### config.mk
export PLATFORM = sky130hd
export DESIGN_NAME = dli_interp
export DESIGN_NICKNAME = d
export VERILOG_FILES = /design/src/dli_interp.v /design/src/dli_lane.v
export VERILOG_INCLUDE_DIRS = /design/src
export SDC_FILE = /design/constraint.sdc
export NUM_CORES = 2
export LEC_CHECK = 0
export BUFFER_PORTS_ARGS = -buffer_cell sky130_fd_sc_hd__buf_2
export CAP_MARGIN = 20
export CORE_ASPECT_RATIO = 1.75
export CORE_MARGIN = 2
export CORE_UTILIZATION = 45
export CTS_CLUSTER_DIAMETER = 100
export DETAILED_ROUTE_END_ITERATION = 8
export SLEW_MARGIN = 25
export SYNTH_ARGS = -nofsm -noshare
export SYNTH_HDL_FRONTEND = slang
export SYNTH_HIERARCHICAL = 1
export SYNTH_SLANG_ARGS = --single-unit
### constraint.sdc
create_clock -name i_ref_clk -period 16.1 [get_ports i_ref_clk]
set_input_delay 0.805 -clock i_ref_clk [delete_from_list [all_inputs] [get_ports i_ref_clk]]
set_output_delay 0.805 -clock i_ref_clk [all_outputs]
set_load 0.05 [all_outputs]
### src/dli_map.vh
// register map, field layout and reset values of the dual lane interpolator
// ------------------------------------------------------------------
// ------------------------------------------------------------------
`ifndef DLI_MAP_VH
`define DLI_MAP_VH

// ------------------------------------------------------------------
// register byte offsets
// ------------------------------------------------------------------
`define DLI_ADDR_W          8
`define DLI_OFS_ACC0        8'h00
`define DLI_OFS_ACC1        8'h04
`define DLI_OFS_LANE_ZERO_OFFSET       8'h08
`define DLI_OFS_LANE_ONE_OFFSET       8'h0c
`define DLI_OFS_THIRD_OFFSET       8'h10
`define DLI_OFS_POP0        8'h14
`define DLI_OFS_POP1        8'h18
`define DLI_OFS_POPFULL     8'h1c
`define DLI_OFS_PEEK0       8'h20
`define DLI_OFS_PEEK1       8'h24
`define DLI_OFS_PEEKFULL    8'h28
`define DLI_OFS_CTRL0       8'h2c
`define DLI_OFS_CTRL1       8'h30
`define DLI_OFS_ADD0        8'h34
`define DLI_OFS_ADD1        8'h38
`define DLI_OFS_BASEBOTH    8'h3c

// ------------------------------------------------------------------
// lane control fields
// ------------------------------------------------------------------
`define DLI_F_SHIFT_LO      0
`define DLI_F_SHIFT_HI      4
`define DLI_F_LSB_LO        5
`define DLI_F_LSB_HI        9
`define DLI_F_MSB_LO        10
`define DLI_F_MSB_HI        14
`define DLI_F_SIGNED        15
`define DLI_F_CROSS_IN      16
`define DLI_F_CROSS_RES     17
`define DLI_F_ADD_RAW       18
`define DLI_F_FORCE_LO      19
`define DLI_F_FORCE_HI      20
`define DLI_F_BLEND         21
`define DLI_F_CLAMP         22
`define DLI_CTRL0_WMASK     32'h007fffff
`define DLI_CTRL0_NOCLAMP   32'h003fffff
`define DLI_CTRL1_WMASK     32'h001bffff

// ------------------------------------------------------------------
// reset values
// ------------------------------------------------------------------
`define DLI_RST_WORD        32'h00000000

`endif

### src/dli_interp.v
// dual lane interpolator datapath with its register port
//
// Our own choices: the plain strobed port and the address map.
`timescale 1ns/100ps
`include "dli_map.vh"
module dli_interp
#(
    parameter HAS_CLAMP = 0     // 1 for the second interpolator
)
(
    input  wire                   i_ref_clk,
    input  wire                   i_reset_n,
    input  wire [`DLI_ADDR_W-1:0] i_addr,
    input  wire [31:0]            i_wr_data,
    input  wire                   i_wr_en,
    input  wire                   i_rd_en,
    output reg  [31:0]            o_rd_data
);

    // ------------------------------------------------------------------
    // state registers
    // ------------------------------------------------------------------
    reg  [31:0] lane_zero_accumulator;
    reg  [31:0] lane_one_accumulator;
    reg  [31:0] lane_zero_offset;
    reg  [31:0] lane_one_offset;
    reg  [31:0] third_offset;
    reg  [31:0] first_lane_ctrl;
    reg  [31:0] second_lane_ctrl;

    // ------------------------------------------------------------------
    // decoded control fields
    // ------------------------------------------------------------------
    wire        first_lane_sign_setting;
    wire        second_lane_sign_setting;
    wire        first_cross_in;
    wire        second_cross_in;
    wire        first_cross_res;
    wire        second_cross_res;
    wire        add_raw;
    wire        blend;
    wire        clamp;
    wire [1:0]  first_force;
    wire [1:0]  second_force;

    assign first_lane_sign_setting  = first_lane_ctrl[`DLI_F_SIGNED];
    assign second_lane_sign_setting = second_lane_ctrl[`DLI_F_SIGNED];
    assign first_cross_in           = first_lane_ctrl[`DLI_F_CROSS_IN];
    assign second_cross_in          = second_lane_ctrl[`DLI_F_CROSS_IN];
    assign first_cross_res          = first_lane_ctrl[`DLI_F_CROSS_RES];
    assign second_cross_res         = second_lane_ctrl[`DLI_F_CROSS_RES];
    assign add_raw                  = first_lane_ctrl[`DLI_F_ADD_RAW];
    assign blend                    = first_lane_ctrl[`DLI_F_BLEND];
    assign clamp = (HAS_CLAMP != 0) ? first_lane_ctrl[`DLI_F_CLAMP] : 1'b0;
    assign first_force  = first_lane_ctrl[`DLI_F_FORCE_HI:`DLI_F_FORCE_LO];
    assign second_force = second_lane_ctrl[`DLI_F_FORCE_HI:`DLI_F_FORCE_LO];

    // ------------------------------------------------------------------
    // lane inputs and shift/mask stages
    // ------------------------------------------------------------------
    wire [31:0] first_in;
    wire [31:0] second_in;
    wire [31:0] first_sm;
    wire [31:0] second_sm;

    assign first_in  = first_cross_in ? lane_one_accumulator : lane_zero_accumulator;
    assign second_in = second_cross_in ? lane_zero_accumulator : lane_one_accumulator;

    // first lane stage
    dli_lane u_first_lane
    (
        .i_data     (first_in),
        .i_shift    (first_lane_ctrl[`DLI_F_SHIFT_HI:`DLI_F_SHIFT_LO]),
        .i_mask_lsb (first_lane_ctrl[`DLI_F_LSB_HI:`DLI_F_LSB_LO]),
        .i_mask_msb (first_lane_ctrl[`DLI_F_MSB_HI:`DLI_F_MSB_LO]),
        .i_signed   (first_lane_sign_setting),
        .o_value    (first_sm)
    );

    // second lane stage
    dli_lane u_second_lane
    (
        .i_data     (second_in),
        .i_shift    (second_lane_ctrl[`DLI_F_SHIFT_HI:`DLI_F_SHIFT_LO]),
        .i_mask_lsb (second_lane_ctrl[`DLI_F_LSB_HI:`DLI_F_LSB_LO]),
        .i_mask_msb (second_lane_ctrl[`DLI_F_MSB_HI:`DLI_F_MSB_LO]),
        .i_signed   (second_lane_sign_setting),
        .o_value    (second_sm)
    );

    // ------------------------------------------------------------------
    // blend arithmetic
    // ------------------------------------------------------------------
    wire signed [33:0] blend_lo;
    wire signed [33:0] blend_hi;
    wire signed [33:0] blend_diff;
    wire signed [9:0]  blend_alpha;
    wire signed [43:0] blend_prod;
    wire        [31:0] blend_value;

    assign blend_lo = second_lane_sign_setting ?
                      {{2{lane_zero_offset[31]}}, lane_zero_offset} :
                      {2'b00, lane_zero_offset};
    assign blend_hi = second_lane_sign_setting ?
                      {{2{lane_one_offset[31]}}, lane_one_offset} :
                      {2'b00, lane_one_offset};
    assign blend_diff  = blend_hi - blend_lo;
    assign blend_alpha = {2'b00, second_sm[7:0]};
    assign blend_prod  = blend_diff * blend_alpha;
    assign blend_value = lane_zero_offset + blend_prod[39:8];

    // ------------------------------------------------------------------
    // clamp comparison
    // ------------------------------------------------------------------
    wire        below_low;
    wire        above_high;
    wire [31:0] clamp_value;

    assign below_low  = first_lane_sign_setting ?
                        ($signed(first_sm) < $signed(lane_zero_offset)) :
                        (first_sm < lane_zero_offset);
    assign above_high = first_lane_sign_setting ?
                        ($signed(first_sm) > $signed(lane_one_offset)) :
                        (first_sm > lane_one_offset);
    assign clamp_value = below_low ? lane_zero_offset :
                         (above_high ? lane_one_offset : first_sm);

    // ------------------------------------------------------------------
    // lane and combined results
    // ------------------------------------------------------------------
    reg  [31:0] first_lane;
    reg  [31:0] second_lane;
    reg  [31:0] full_result;

    // result selection by mode
    always @*
    begin
        first_lane  = first_sm + lane_zero_offset;
        second_lane = second_sm + lane_one_offset;
        full_result = third_offset + first_sm + second_sm;
        if (blend)
        begin
            first_lane  = {24'h000000, second_sm[7:0]};
            second_lane = blend_value;
            full_result = third_offset + first_sm;
        end
        else if (clamp)
        begin
            first_lane = clamp_value;
        end
        else if (add_raw)
        begin
            first_lane = first_in + lane_zero_offset;
        end
    end

    // ------------------------------------------------------------------
    // bus views of the results
    // ------------------------------------------------------------------
    wire [31:0] first_bus;
    wire [31:0] second_bus;

    assign first_bus  = first_lane | {2'b00, first_force, 28'h0000000};
    assign second_bus = second_lane | {2'b00, second_force, 28'h0000000};

    // ------------------------------------------------------------------
    // access decode
    // ------------------------------------------------------------------
    wire        pop_read;
    wire [31:0] first_half_ext;
    wire [31:0] second_half_ext;

    assign pop_read = i_rd_en &&
                      ((i_addr == `DLI_OFS_POP0) ||
                       (i_addr == `DLI_OFS_POP1) ||
                       (i_addr == `DLI_OFS_POPFULL));

    assign first_half_ext  = first_lane_sign_setting ?
                             {{16{i_wr_data[15]}}, i_wr_data[15:0]} :
                             {16'h0000, i_wr_data[15:0]};
    assign second_half_ext = second_lane_sign_setting ?
                             {{16{i_wr_data[31]}}, i_wr_data[31:16]} :
                             {16'h0000, i_wr_data[31:16]};

    // ------------------------------------------------------------------
    // accumulators
    // ------------------------------------------------------------------
    // accumulator writes, adds and pops
    always @(posedge i_ref_clk)
    begin
        if (!i_reset_n)
        begin
            lane_zero_accumulator <= `DLI_RST_WORD;
            lane_one_accumulator  <= `DLI_RST_WORD;
        end
        else if (pop_read)
        begin
            lane_zero_accumulator <= first_cross_res ? second_lane : first_lane;
            lane_one_accumulator  <= second_cross_res ? first_lane : second_lane;
        end
        else if (i_wr_en)
        begin
            case (i_addr)
                `DLI_OFS_ACC0:
                begin
                    lane_zero_accumulator <= i_wr_data;
                end
                `DLI_OFS_ACC1:
                begin
                    lane_one_accumulator <= i_wr_data;
                end
                `DLI_OFS_ADD0:
                begin
                    lane_zero_accumulator <= lane_zero_accumulator + i_wr_data;
                end
                `DLI_OFS_ADD1:
                begin
                    lane_one_accumulator <= lane_one_accumulator + i_wr_data;
                end
                default:
                begin
                    lane_zero_accumulator <= lane_zero_accumulator;
                end
            endcase
        end
    end

    // ------------------------------------------------------------------
    // offsets and lane controls
    // ------------------------------------------------------------------
    // configuration writes
    always @(posedge i_ref_clk)
    begin
        if (!i_reset_n)
        begin
            lane_zero_offset <= `DLI_RST_WORD;
            lane_one_offset  <= `DLI_RST_WORD;
            third_offset     <= `DLI_RST_WORD;
            first_lane_ctrl  <= `DLI_RST_WORD;
            second_lane_ctrl <= `DLI_RST_WORD;
        end
        else if (i_wr_en)
        begin
            case (i_addr)
                `DLI_OFS_LANE_ZERO_OFFSET:
                begin
                    lane_zero_offset <= i_wr_data;
                end
                `DLI_OFS_LANE_ONE_OFFSET:
                begin
                    lane_one_offset <= i_wr_data;
                end
                `DLI_OFS_THIRD_OFFSET:
                begin
                    third_offset <= i_wr_data;
                end
                `DLI_OFS_BASEBOTH:
                begin
                    lane_zero_offset <= first_half_ext;
                    lane_one_offset  <= second_half_ext;
                end
                `DLI_OFS_CTRL0:
                begin
                    first_lane_ctrl <= i_wr_data &
                        ((HAS_CLAMP != 0) ? `DLI_CTRL0_WMASK : `DLI_CTRL0_NOCLAMP);
                end
                `DLI_OFS_CTRL1:
                begin
                    second_lane_ctrl <= i_wr_data & `DLI_CTRL1_WMASK;
                end
                default:
                begin
                    third_offset <= third_offset;
                end
            endcase
        end
    end

    // ------------------------------------------------------------------
    // read data
    // ------------------------------------------------------------------
    reg [31:0] next_rd_data;

    // read multiplexer; unmapped reads return zero
    always @*
    begin
        next_rd_data = 32'h00000000;
        if (i_rd_en)
        begin
            case (i_addr)
                `DLI_OFS_ACC0:     next_rd_data = lane_zero_accumulator;
                `DLI_OFS_ACC1:     next_rd_data = lane_one_accumulator;
                `DLI_OFS_LANE_ZERO_OFFSET:    next_rd_data = lane_zero_offset;
                `DLI_OFS_LANE_ONE_OFFSET:    next_rd_data = lane_one_offset;
                `DLI_OFS_THIRD_OFFSET:    next_rd_data = third_offset;
                `DLI_OFS_POP0:     next_rd_data = first_bus;
                `DLI_OFS_POP1:     next_rd_data = second_bus;
                `DLI_OFS_PEEK0:    next_rd_data = first_bus;
                `DLI_OFS_PEEK1:    next_rd_data = second_bus;
                `DLI_OFS_POPFULL:  next_rd_data = full_result;
                `DLI_OFS_PEEKFULL: next_rd_data = full_result;
                `DLI_OFS_CTRL0:    next_rd_data = first_lane_ctrl;
                `DLI_OFS_CTRL1:    next_rd_data = second_lane_ctrl;
                `DLI_OFS_ADD0:     next_rd_data = first_sm;
                `DLI_OFS_ADD1:     next_rd_data = second_sm;
                default:           next_rd_data = 32'h00000000;
            endcase
        end
    end

    // read data stands one cycle after the strobe only
    always @(posedge i_ref_clk)
    begin
        if (!i_reset_n)
        begin
            o_rd_data <= `DLI_RST_WORD;
        end
        else
        begin
            o_rd_data <= next_rd_data;
        end
    end

endmodule

### src/dli_lane.v
// shift and mask stage of one interpolator lane
`timescale 1ns/100ps
module dli_lane
(
    input  wire [31:0] i_data,
    input  wire [4:0]  i_shift,
    input  wire [4:0]  i_mask_lsb,
    input  wire [4:0]  i_mask_msb,
    input  wire        i_signed,
    output reg  [31:0] o_value
);

    reg [31:0] shifted;
    reg        sign_bit;
    integer    bit_idx;

    // shift, mask, then optional sign extension above the mask top
    always @*
    begin
        shifted = 32'h00000000;
        sign_bit = 1'b0;
        o_value = 32'h00000000;
        shifted = i_data >> i_shift;
        for (bit_idx = 0; bit_idx < 32; bit_idx = bit_idx + 1)
        begin
            if ((bit_idx >= i_mask_lsb) && (bit_idx <= i_mask_msb))
            begin
                o_value[bit_idx] = shifted[bit_idx];
            end
        end
        sign_bit = o_value[i_mask_msb];
        for (bit_idx = 0; bit_idx < 32; bit_idx = bit_idx + 1)
        begin
            if (i_signed && (bit_idx > i_mask_msb))
            begin
                o_value[bit_idx] = sign_bit;
            end
        end
    end

endmodule

### Word level (Yosys, flattened, before mapping)

Index checks and enable logic that the tools add are counted.

| storage, ports and cells | value |
|---|---|
| register bits after elaboration | 234 |
| bits in writable memories | 0 |
| input bits | 44 |
| logic and storage cells | 518 |
| memories | 0 |
| output and inout port bits | 32 |
| latch bits | 0 |
| ROM bits | 0 |

| cells by class | value |
|---|---|
| add/sub/neg operators | 9 |
| div/mod/pow operators | 0 |
| muxes and demuxes | 151 |
| bitwise gates (word level) | 2 |
| equal/unequal tests | 15 |
| shift operators | 2 |
| reduce and logical (&&, ||, !) cells | 142 |
| $lt $le $gt $ge | 188 |
| $mul | 1 |

Operators by type and width:

| kind | number |
|---|---|
| two-way mux 32 bit | 14 |
| one-hot mux 32 bit (12 select lines) | 1 |
| adder 32 bit | 8 |
| one-hot mux 32 bit (2 select lines) | 4 |
| greater-than comparator 5 bit (first input constant) | 32 |
| less-or-equal comparator 5 bit (first input constant) | 32 |
| >= comparator 5 bit (first input constant) | 30 |
| two-way mux 1 bit | 128 |
| logical AND 1 bit | 123 |
| >= comparator 4 x 5 -> 1 bit (first input constant) | 16 |
| greater-than comparator 4 x 5 -> 1 bit (first input constant) | 16 |
| less-or-equal comparator 4 x 5 -> 1 bit (first input constant) | 16 |
| two-way mux 34 bit | 2 |
| equality test 8 x 6 -> 1 bit (second input constant) | 8 |
| bitwise OR 32 x 30 -> 32 bit | 2 |
| right shift 32 x 5 -> 32 bit | 2 |
| >= comparator 3 x 5 -> 1 bit (first input constant) | 8 |
| greater-than comparator 3 x 5 -> 1 bit (first input constant) | 8 |
| less-or-equal comparator 3 x 5 -> 1 bit (first input constant) | 8 |
| multiplier 34 x 9 -> 40 bit | 1 |
| subtractor 34 bit | 1 |
| equality test 8 x 5 -> 1 bit (second input constant) | 4 |
| >= comparator 1 x 5 -> 1 bit (first input constant) | 4 |
| >= comparator 2 x 5 -> 1 bit (first input constant) | 4 |
| 14 further kinds | 38 |

### Depth between registers and ports, before layout

| depth | value |
|---|---|
| word-level depth | 11 |
| depth in mapped cells | 50 |
| mapped depth without buffers | 46 |

### By module

The synthesis kept the hierarchy.

By module, submodules not included:

| module | cells an instance | area an instance (sq um) | sequential area each (sq um) | times used |
|---|---|---|---|---|
| dli_interp | 4471 | 34281.6 | 4684.5 | 1 |
| dli_lane | 518 | 3613.5 | 0.0 | 2 |

### Worst setup path before layout

OpenSTA, ideal clock, no wires.

| path | value |
|---|---|
| path type | register to register |
| start point | reg second_lane_ctrl[16] |
| end point | reg lane_zero_accumulator[31] |
| slack | 5120 ps |
| data arrival time | 10888 ps |
| data required time | 16008 ps |
| period minus slack after synthesis | 10980 ps |
| stages on the path, launching flop included | 48 |
| path buffers | 4 |
| setup time | 92 ps |
| cells stage by stage | dfxtp_1 > clkbuf_1 > clkbuf_1 > mux2_2 > mux2_2 > mux4_2 > a22oi_1 > a2111oi_1 > nand3_1 > o2111ai_1 > o21ai_1 > and3_4 > o21ai_0 > clkbuf_1 > clkbuf_1 > nand2_1 > fa_1 > inv_1 > [... 12 more ...] > o21a_1 > o21a_1 > o21a_1 > o21a_1 > nor2_1 > ha_1 > nand3_1 > a2111oi_0 > a21oi_1 > a21boi_2 > nand2_1 > a31oi_2 > a211oi_1 > a21oi_1 > xnor3_1 > xnor2_2 > a221oi_1 > nor4_1 |

| on the way | value |
|---|---|
| word-level cells in the longest chain between the ends | 11 |
| elaborated cells between the ends (all ways) | 73 |
| classes of those cells | add/sub: 2; mul: 1; shift: 1; mux: 69 |

Ends and longest elaborated chain:

| element | RTL line | text |
|---|---|---|
| start: declaration | dli_interp.v:29 | `reg [31:0] second_lane_ctrl;` |
| start signal: assignment | dli_interp.v:240 | `` second_lane_ctrl <= `DLI_RST_WORD; `` |
| start signal: assignment | dli_interp.v:269 | `` second_lane_ctrl <= i_wr_data & `DLI_CTRL1_WMASK; `` |
| two-way mux 32 bit (*) | dli_interp.v:67 | `assign second_in = second_cross_in ? lane_zero_accumulator : lane_one_accumulator;` |
| net second_in[23] | dli_interp.v:62 | `wire [31:0] second_in;` |
| right shift 32 x 5 -> 32 bit (*) | dli_lane.v:23 | `shifted = i_data >> i_shift;` |
| two-way mux 1 bit (*) | dli_lane.v:26 | `if ((bit_idx >= i_mask_lsb) && (bit_idx <= i_mask_msb))` |
| net second_sm[0] | dli_interp.v:64 | `wire [31:0] second_sm;` |
| binary-select mux 1 bit (select 5 bit) (*) | dli_lane.v:31 | `sign_bit = o_value[i_mask_msb];` |
| two-way mux 1 bit (not written as such) (*) | dli_lane.v:31 |  |
| two-way mux 1 bit (*) | dli_lane.v:34 | `if (i_signed && (bit_idx > i_mask_msb))` |
| net second_sm[2] | dli_interp.v:64 |  |
| multiplier 34 x 9 -> 40 bit | dli_interp.v:109 | `assign blend_prod = blend_diff * blend_alpha;` |
| adder 32 bit | dli_interp.v:110 | `assign blend_value = lane_zero_offset + blend_prod[39:8];` |
| two-way mux 32 bit (*) | dli_interp.v:141 | `if (blend)` |
| two-way mux 32 bit (*) | dli_interp.v:198 | `lane_zero_accumulator <= first_cross_res ? second_lane : first_lane;` |
| two-way mux 32 bit (*) | dli_interp.v:196 | `else if (pop_read)` |
| end signal: assignment | dli_interp.v:193 | `` lane_zero_accumulator <= `DLI_RST_WORD; `` |
| end signal: assignment | dli_interp.v:198 |  |
| end signal: assignment | dli_interp.v:206 | `lane_zero_accumulator <= i_wr_data;` |
| end: declaration | dli_interp.v:23 | `reg [31:0] lane_zero_accumulator;` |

The timed path passes the listed nets; every way through them passes the cells marked *. The select of a mux whose other input is x is not followed.
A chain may end at the register's enable or synchronous reset.

### Worst setup path in the final report

Ends and elaborated chain as after synthesis.

==> results.sh <==
export IMPL_netlist_area_um2=41500
export IMPL_synth_warnings=6
export IMPL_max_cap_violations=0
export IMPL_cts_path_max_buffers=3
export IMPL_ir_drop_mv=0.0739
export IMPL_firstDrtPassIters=9
export IMPL_min_path_type="reg -> reg"
export IMPL_fp_dieW_um=234
export IMPL_worstMarginPinSlew_ns=1.15
export IMPL_grtUsageTotal_pct=44.6
export IMPL_end_kind="register"
export IMPL_io_buffers=75
export IMPL_synth_largest_area_cell="dfxtp_1"
export IMPL_yosysTopAreaCellShare_pct=11.3
export IMPL_routabilityCongestion=1.11
export IMPL_area_delta_synth_final_pct=5.98
export IMPL_rows=147
export IMPL_post_route_period_util_pct=86.5
export IMPL_drtIter0Drc=4770
export IMPL_setup_worst_path_start_class="register"
export IMPL_yosys_register_bits=234
export IMPL_fin_nets=5979
export IMPL_syn_inst=5507
export IMPL_rsz0062_at_grt="no"
export IMPL_crit_required_ns=16.66
export IMPL_skew_ns=0.0285
export IMPL_ys_seq_area_share_pct=11.3
export IMPL_combPwrFrac_pct=12.5
export IMPL_clk_latency_ns=0.68
export IMPL_p_leak_nw=18.9
export IMPL_totalWireLength_um=216000
export IMPL_grt_pass1_vias=44200
export IMPL_wl_met2_um=100000
export IMPL_synth_area_leaders="dfxtp_1, fa_1, ha_1"
export IMPL_core_um2=91600
export IMPL_clk_pin_slew_ns=0.06
export IMPL_max_slew_margin_rel_pct=23.2
export IMPL_synth_fp_nets=6089
export IMPL_timing_fmax_ghz=0.0718
export IMPL_dp_final_hpwl_um=172000
export IMPL_cp_max_fo=39
export IMPL_routedWlPerCell_um=32.7
export IMPL_die_h_um=406
export IMPL_run_status="finished with violations"
export IMPL_avgSynthCellArea_um2=7.54
export IMPL_wl_met1_um=73900
export IMPL_cts_sinks=234
export IMPL_intPower_mw=1.00
export IMPL_drtAntennaViolNets=0
export IMPL_finalMaxSlewViolations=0
export IMPL_final_common_cell="nand2_1"
export IMPL_cp_arrival_ns=14.49
export IMPL_slowest_stage="dfxtp_1"
export IMPL_grt_pass1_wl_um=306000
export IMPL_drive_above_1_share_pct=9.96
export IMPL_stdcell_area_um2=44000
export IMPL_violations="design-rule violations"
export IMPL_clock_root_buffer="clkbuf_16"
export IMPL_yosys_cell_types_count=119
export IMPL_clkPwrFrac_pct=48.2
export IMPL_post_cts_buffers=0
export IMPL_htreeDepth=1
export IMPL_power_switching_mw=0.485
export IMPL_io_pins=76
export IMPL_setup_violations=0
export IMPL_sw_frac_of_total_pct=32.6
export IMPL_drc_errors=3
export IMPL_final_cell_mix="nand2_1, a21oi_1, inv_1, nor2_1, ha_1"
export IMPL_synthFlopType="dfxtp_1"
export IMPL_critPathKind="reg -> reg"
export IMPL_synthArstFlopShare_pct=0
export IMPL_cts_tree="done"
export IMPL_cts_resized=0
export IMPL_cts_hold_buf=0
export IMPL_antenna_found_initial=8
export IMPL_via_per_inst=6.80
export IMPL_routed_top_layer="met5"
export IMPL_grt_max_degree=85
export IMPL_grt_ovfl_total=0
export IMPL_vias=45000
export IMPL_powerDensity_nw_per_um2=33.9
export IMPL_start_util_pct=45.3
export IMPL_slowest_delay_ns=0.92
export IMPL_placed_area_um2=43000
export IMPL_dieArea_um2=94800
export IMPL_p_seq_share_pct=39.3
export IMPL_hold_violations=0
export IMPL_dr_wl_met3_um=17500
export IMPL_min_period_ns=13.93
export IMPL_fin_tns_setup_ns=0
export IMPL_cts_buffers=30
export IMPL_synth_edf_count=0
[through the flow]
| step | hold slack [ns] | instances | util, % | power, mW | worst slack [ns] |
|---|---|---|---|---|---|
| after global placement | 0.446 | 6557 | 46.9 | 0.776 | 2.73 |
| after CTS | 0.459 | 6611 | 48.0 | 1.48 | 2.38 |
| final | 0.462 | 6616 | 48.0 | 1.49 | 2.17 |
| after global routing | 0.487 | 6611 | 48.0 | 1.51 | 1.65 |
| after detailed placement | 0.451 | 6557 | 46.9 | 0.777 | 2.43 |
| after floorplan | 0.446 | 5507 | - | 0.696 | 5.12 |
[critical path, delay by kind of cell (launching register included)]
kind / cells / cell delay, ns
AND/OR/NAND/NOR: 7 / 1.76
multiplexers: 3 / 1.30
flip-flops: 1 / 0.92
XOR/XNOR: 3 / 0.95
buffers and inverters: 7 / 1.61
adder cells (fa/ha/maj): 6 / 2.51
AO/OA/AOI/OAI: 19 / 4.70
[power groups by stage]
stage	Sequential (mW)	Clock [mW]	Combinational [mW]
after floorplan	0.596	0	0.100
after global placement	0.598	0	0.178
after detailed placement	0.598	0	0.179
after CTS	0.585	0.720	0.179
after global routing	0.585	0.733	0.194
final	0.585	0.718	0.187
[Yosys cell counts (all sizes together) (71+ instances only)]
| cell type | count |
|---|---|
| nand2 | 703 |
| a21oi | 439 |
| inv | 381 |
| nor2 | 372 |
| ha | 330 |
| o21ai | 291 |
| clkbuf | 254 |
| dfxtp | 234 |
| fa | 208 |
| and2 | 156 |
| xnor2 | 156 |
| mux2 | 139 |
| nor3 | 113 |
| nand3 | 112 |
| a21o | 109 |
| mux2i | 96 |
| o211ai | 96 |
| xor2 | 78 |
| nand2b | 73 |
| buf | 72 |
| a211oi | 71 |
| nor2b | 71 |
[kinds of logic (layout without fill, tap and decap cells)]
kind of cell	Yosys count	count (layout)	synth area share, %
other	0	5	0
multiplexers	273	273	8.17
XOR/XNOR	235	235	5.01
flip-flops	234	234	11.3
buffers and inverters	710	622	6.83
AND/OR/NAND/NOR	1834	1834	20.9
adder cells (fa/ha/maj)	538	538	20.0
AO/OA/AOI/OAI	1683	1683	27.8
[final cells by class]
type / count / area (um^2)
fillers: 9283 / 47600
repair buffers: 184 / 1200
well taps: 1192 / 1490
flip-flops and latches: 234 / 4700
diodes: 5 / 12.5
inverters: 384 / 1440
multi-input cells: 4563 / 34200
clock inverters: 16 / 113
clock buffers: 38 / 852
[layer usage]
metal / up-vias / global-route usage [%]
met4: 4 / 41.4
met2: 2504 / 73.9
met5: - / 0
met1: 21900 / 47.7
li1: 19800 / -
met3: 861 / 8.16
[flip-flops by register name, indices dropped and copies added, names as in the netlist]
signal / count
lane_zero_accumulator: 32
lane_one_accumulator: 32
first_lane_ctrl: 22
second_lane_ctrl: 20
lane_one_offset: 32
o_rd_data: 32
lane_zero_offset: 32
third_offset: 32
[worst paths after layout]
path | startpoint | to | slack, ns | cells after the start
setup reg to reg | second_lane_ctrl[16] | lane_zero_accumulator[31] | 2.17 | 45
hold / removal | second_lane_ctrl[2] | second_lane_ctrl[2] | 0.46 | 2
hold reg to reg | second_lane_ctrl[2] | second_lane_ctrl[2] | 0.46 | 2
setup / recovery | second_lane_ctrl[16] | lane_zero_accumulator[31] | 2.17 | 45
Note: power is estimated with default switching activity, not from simulation.
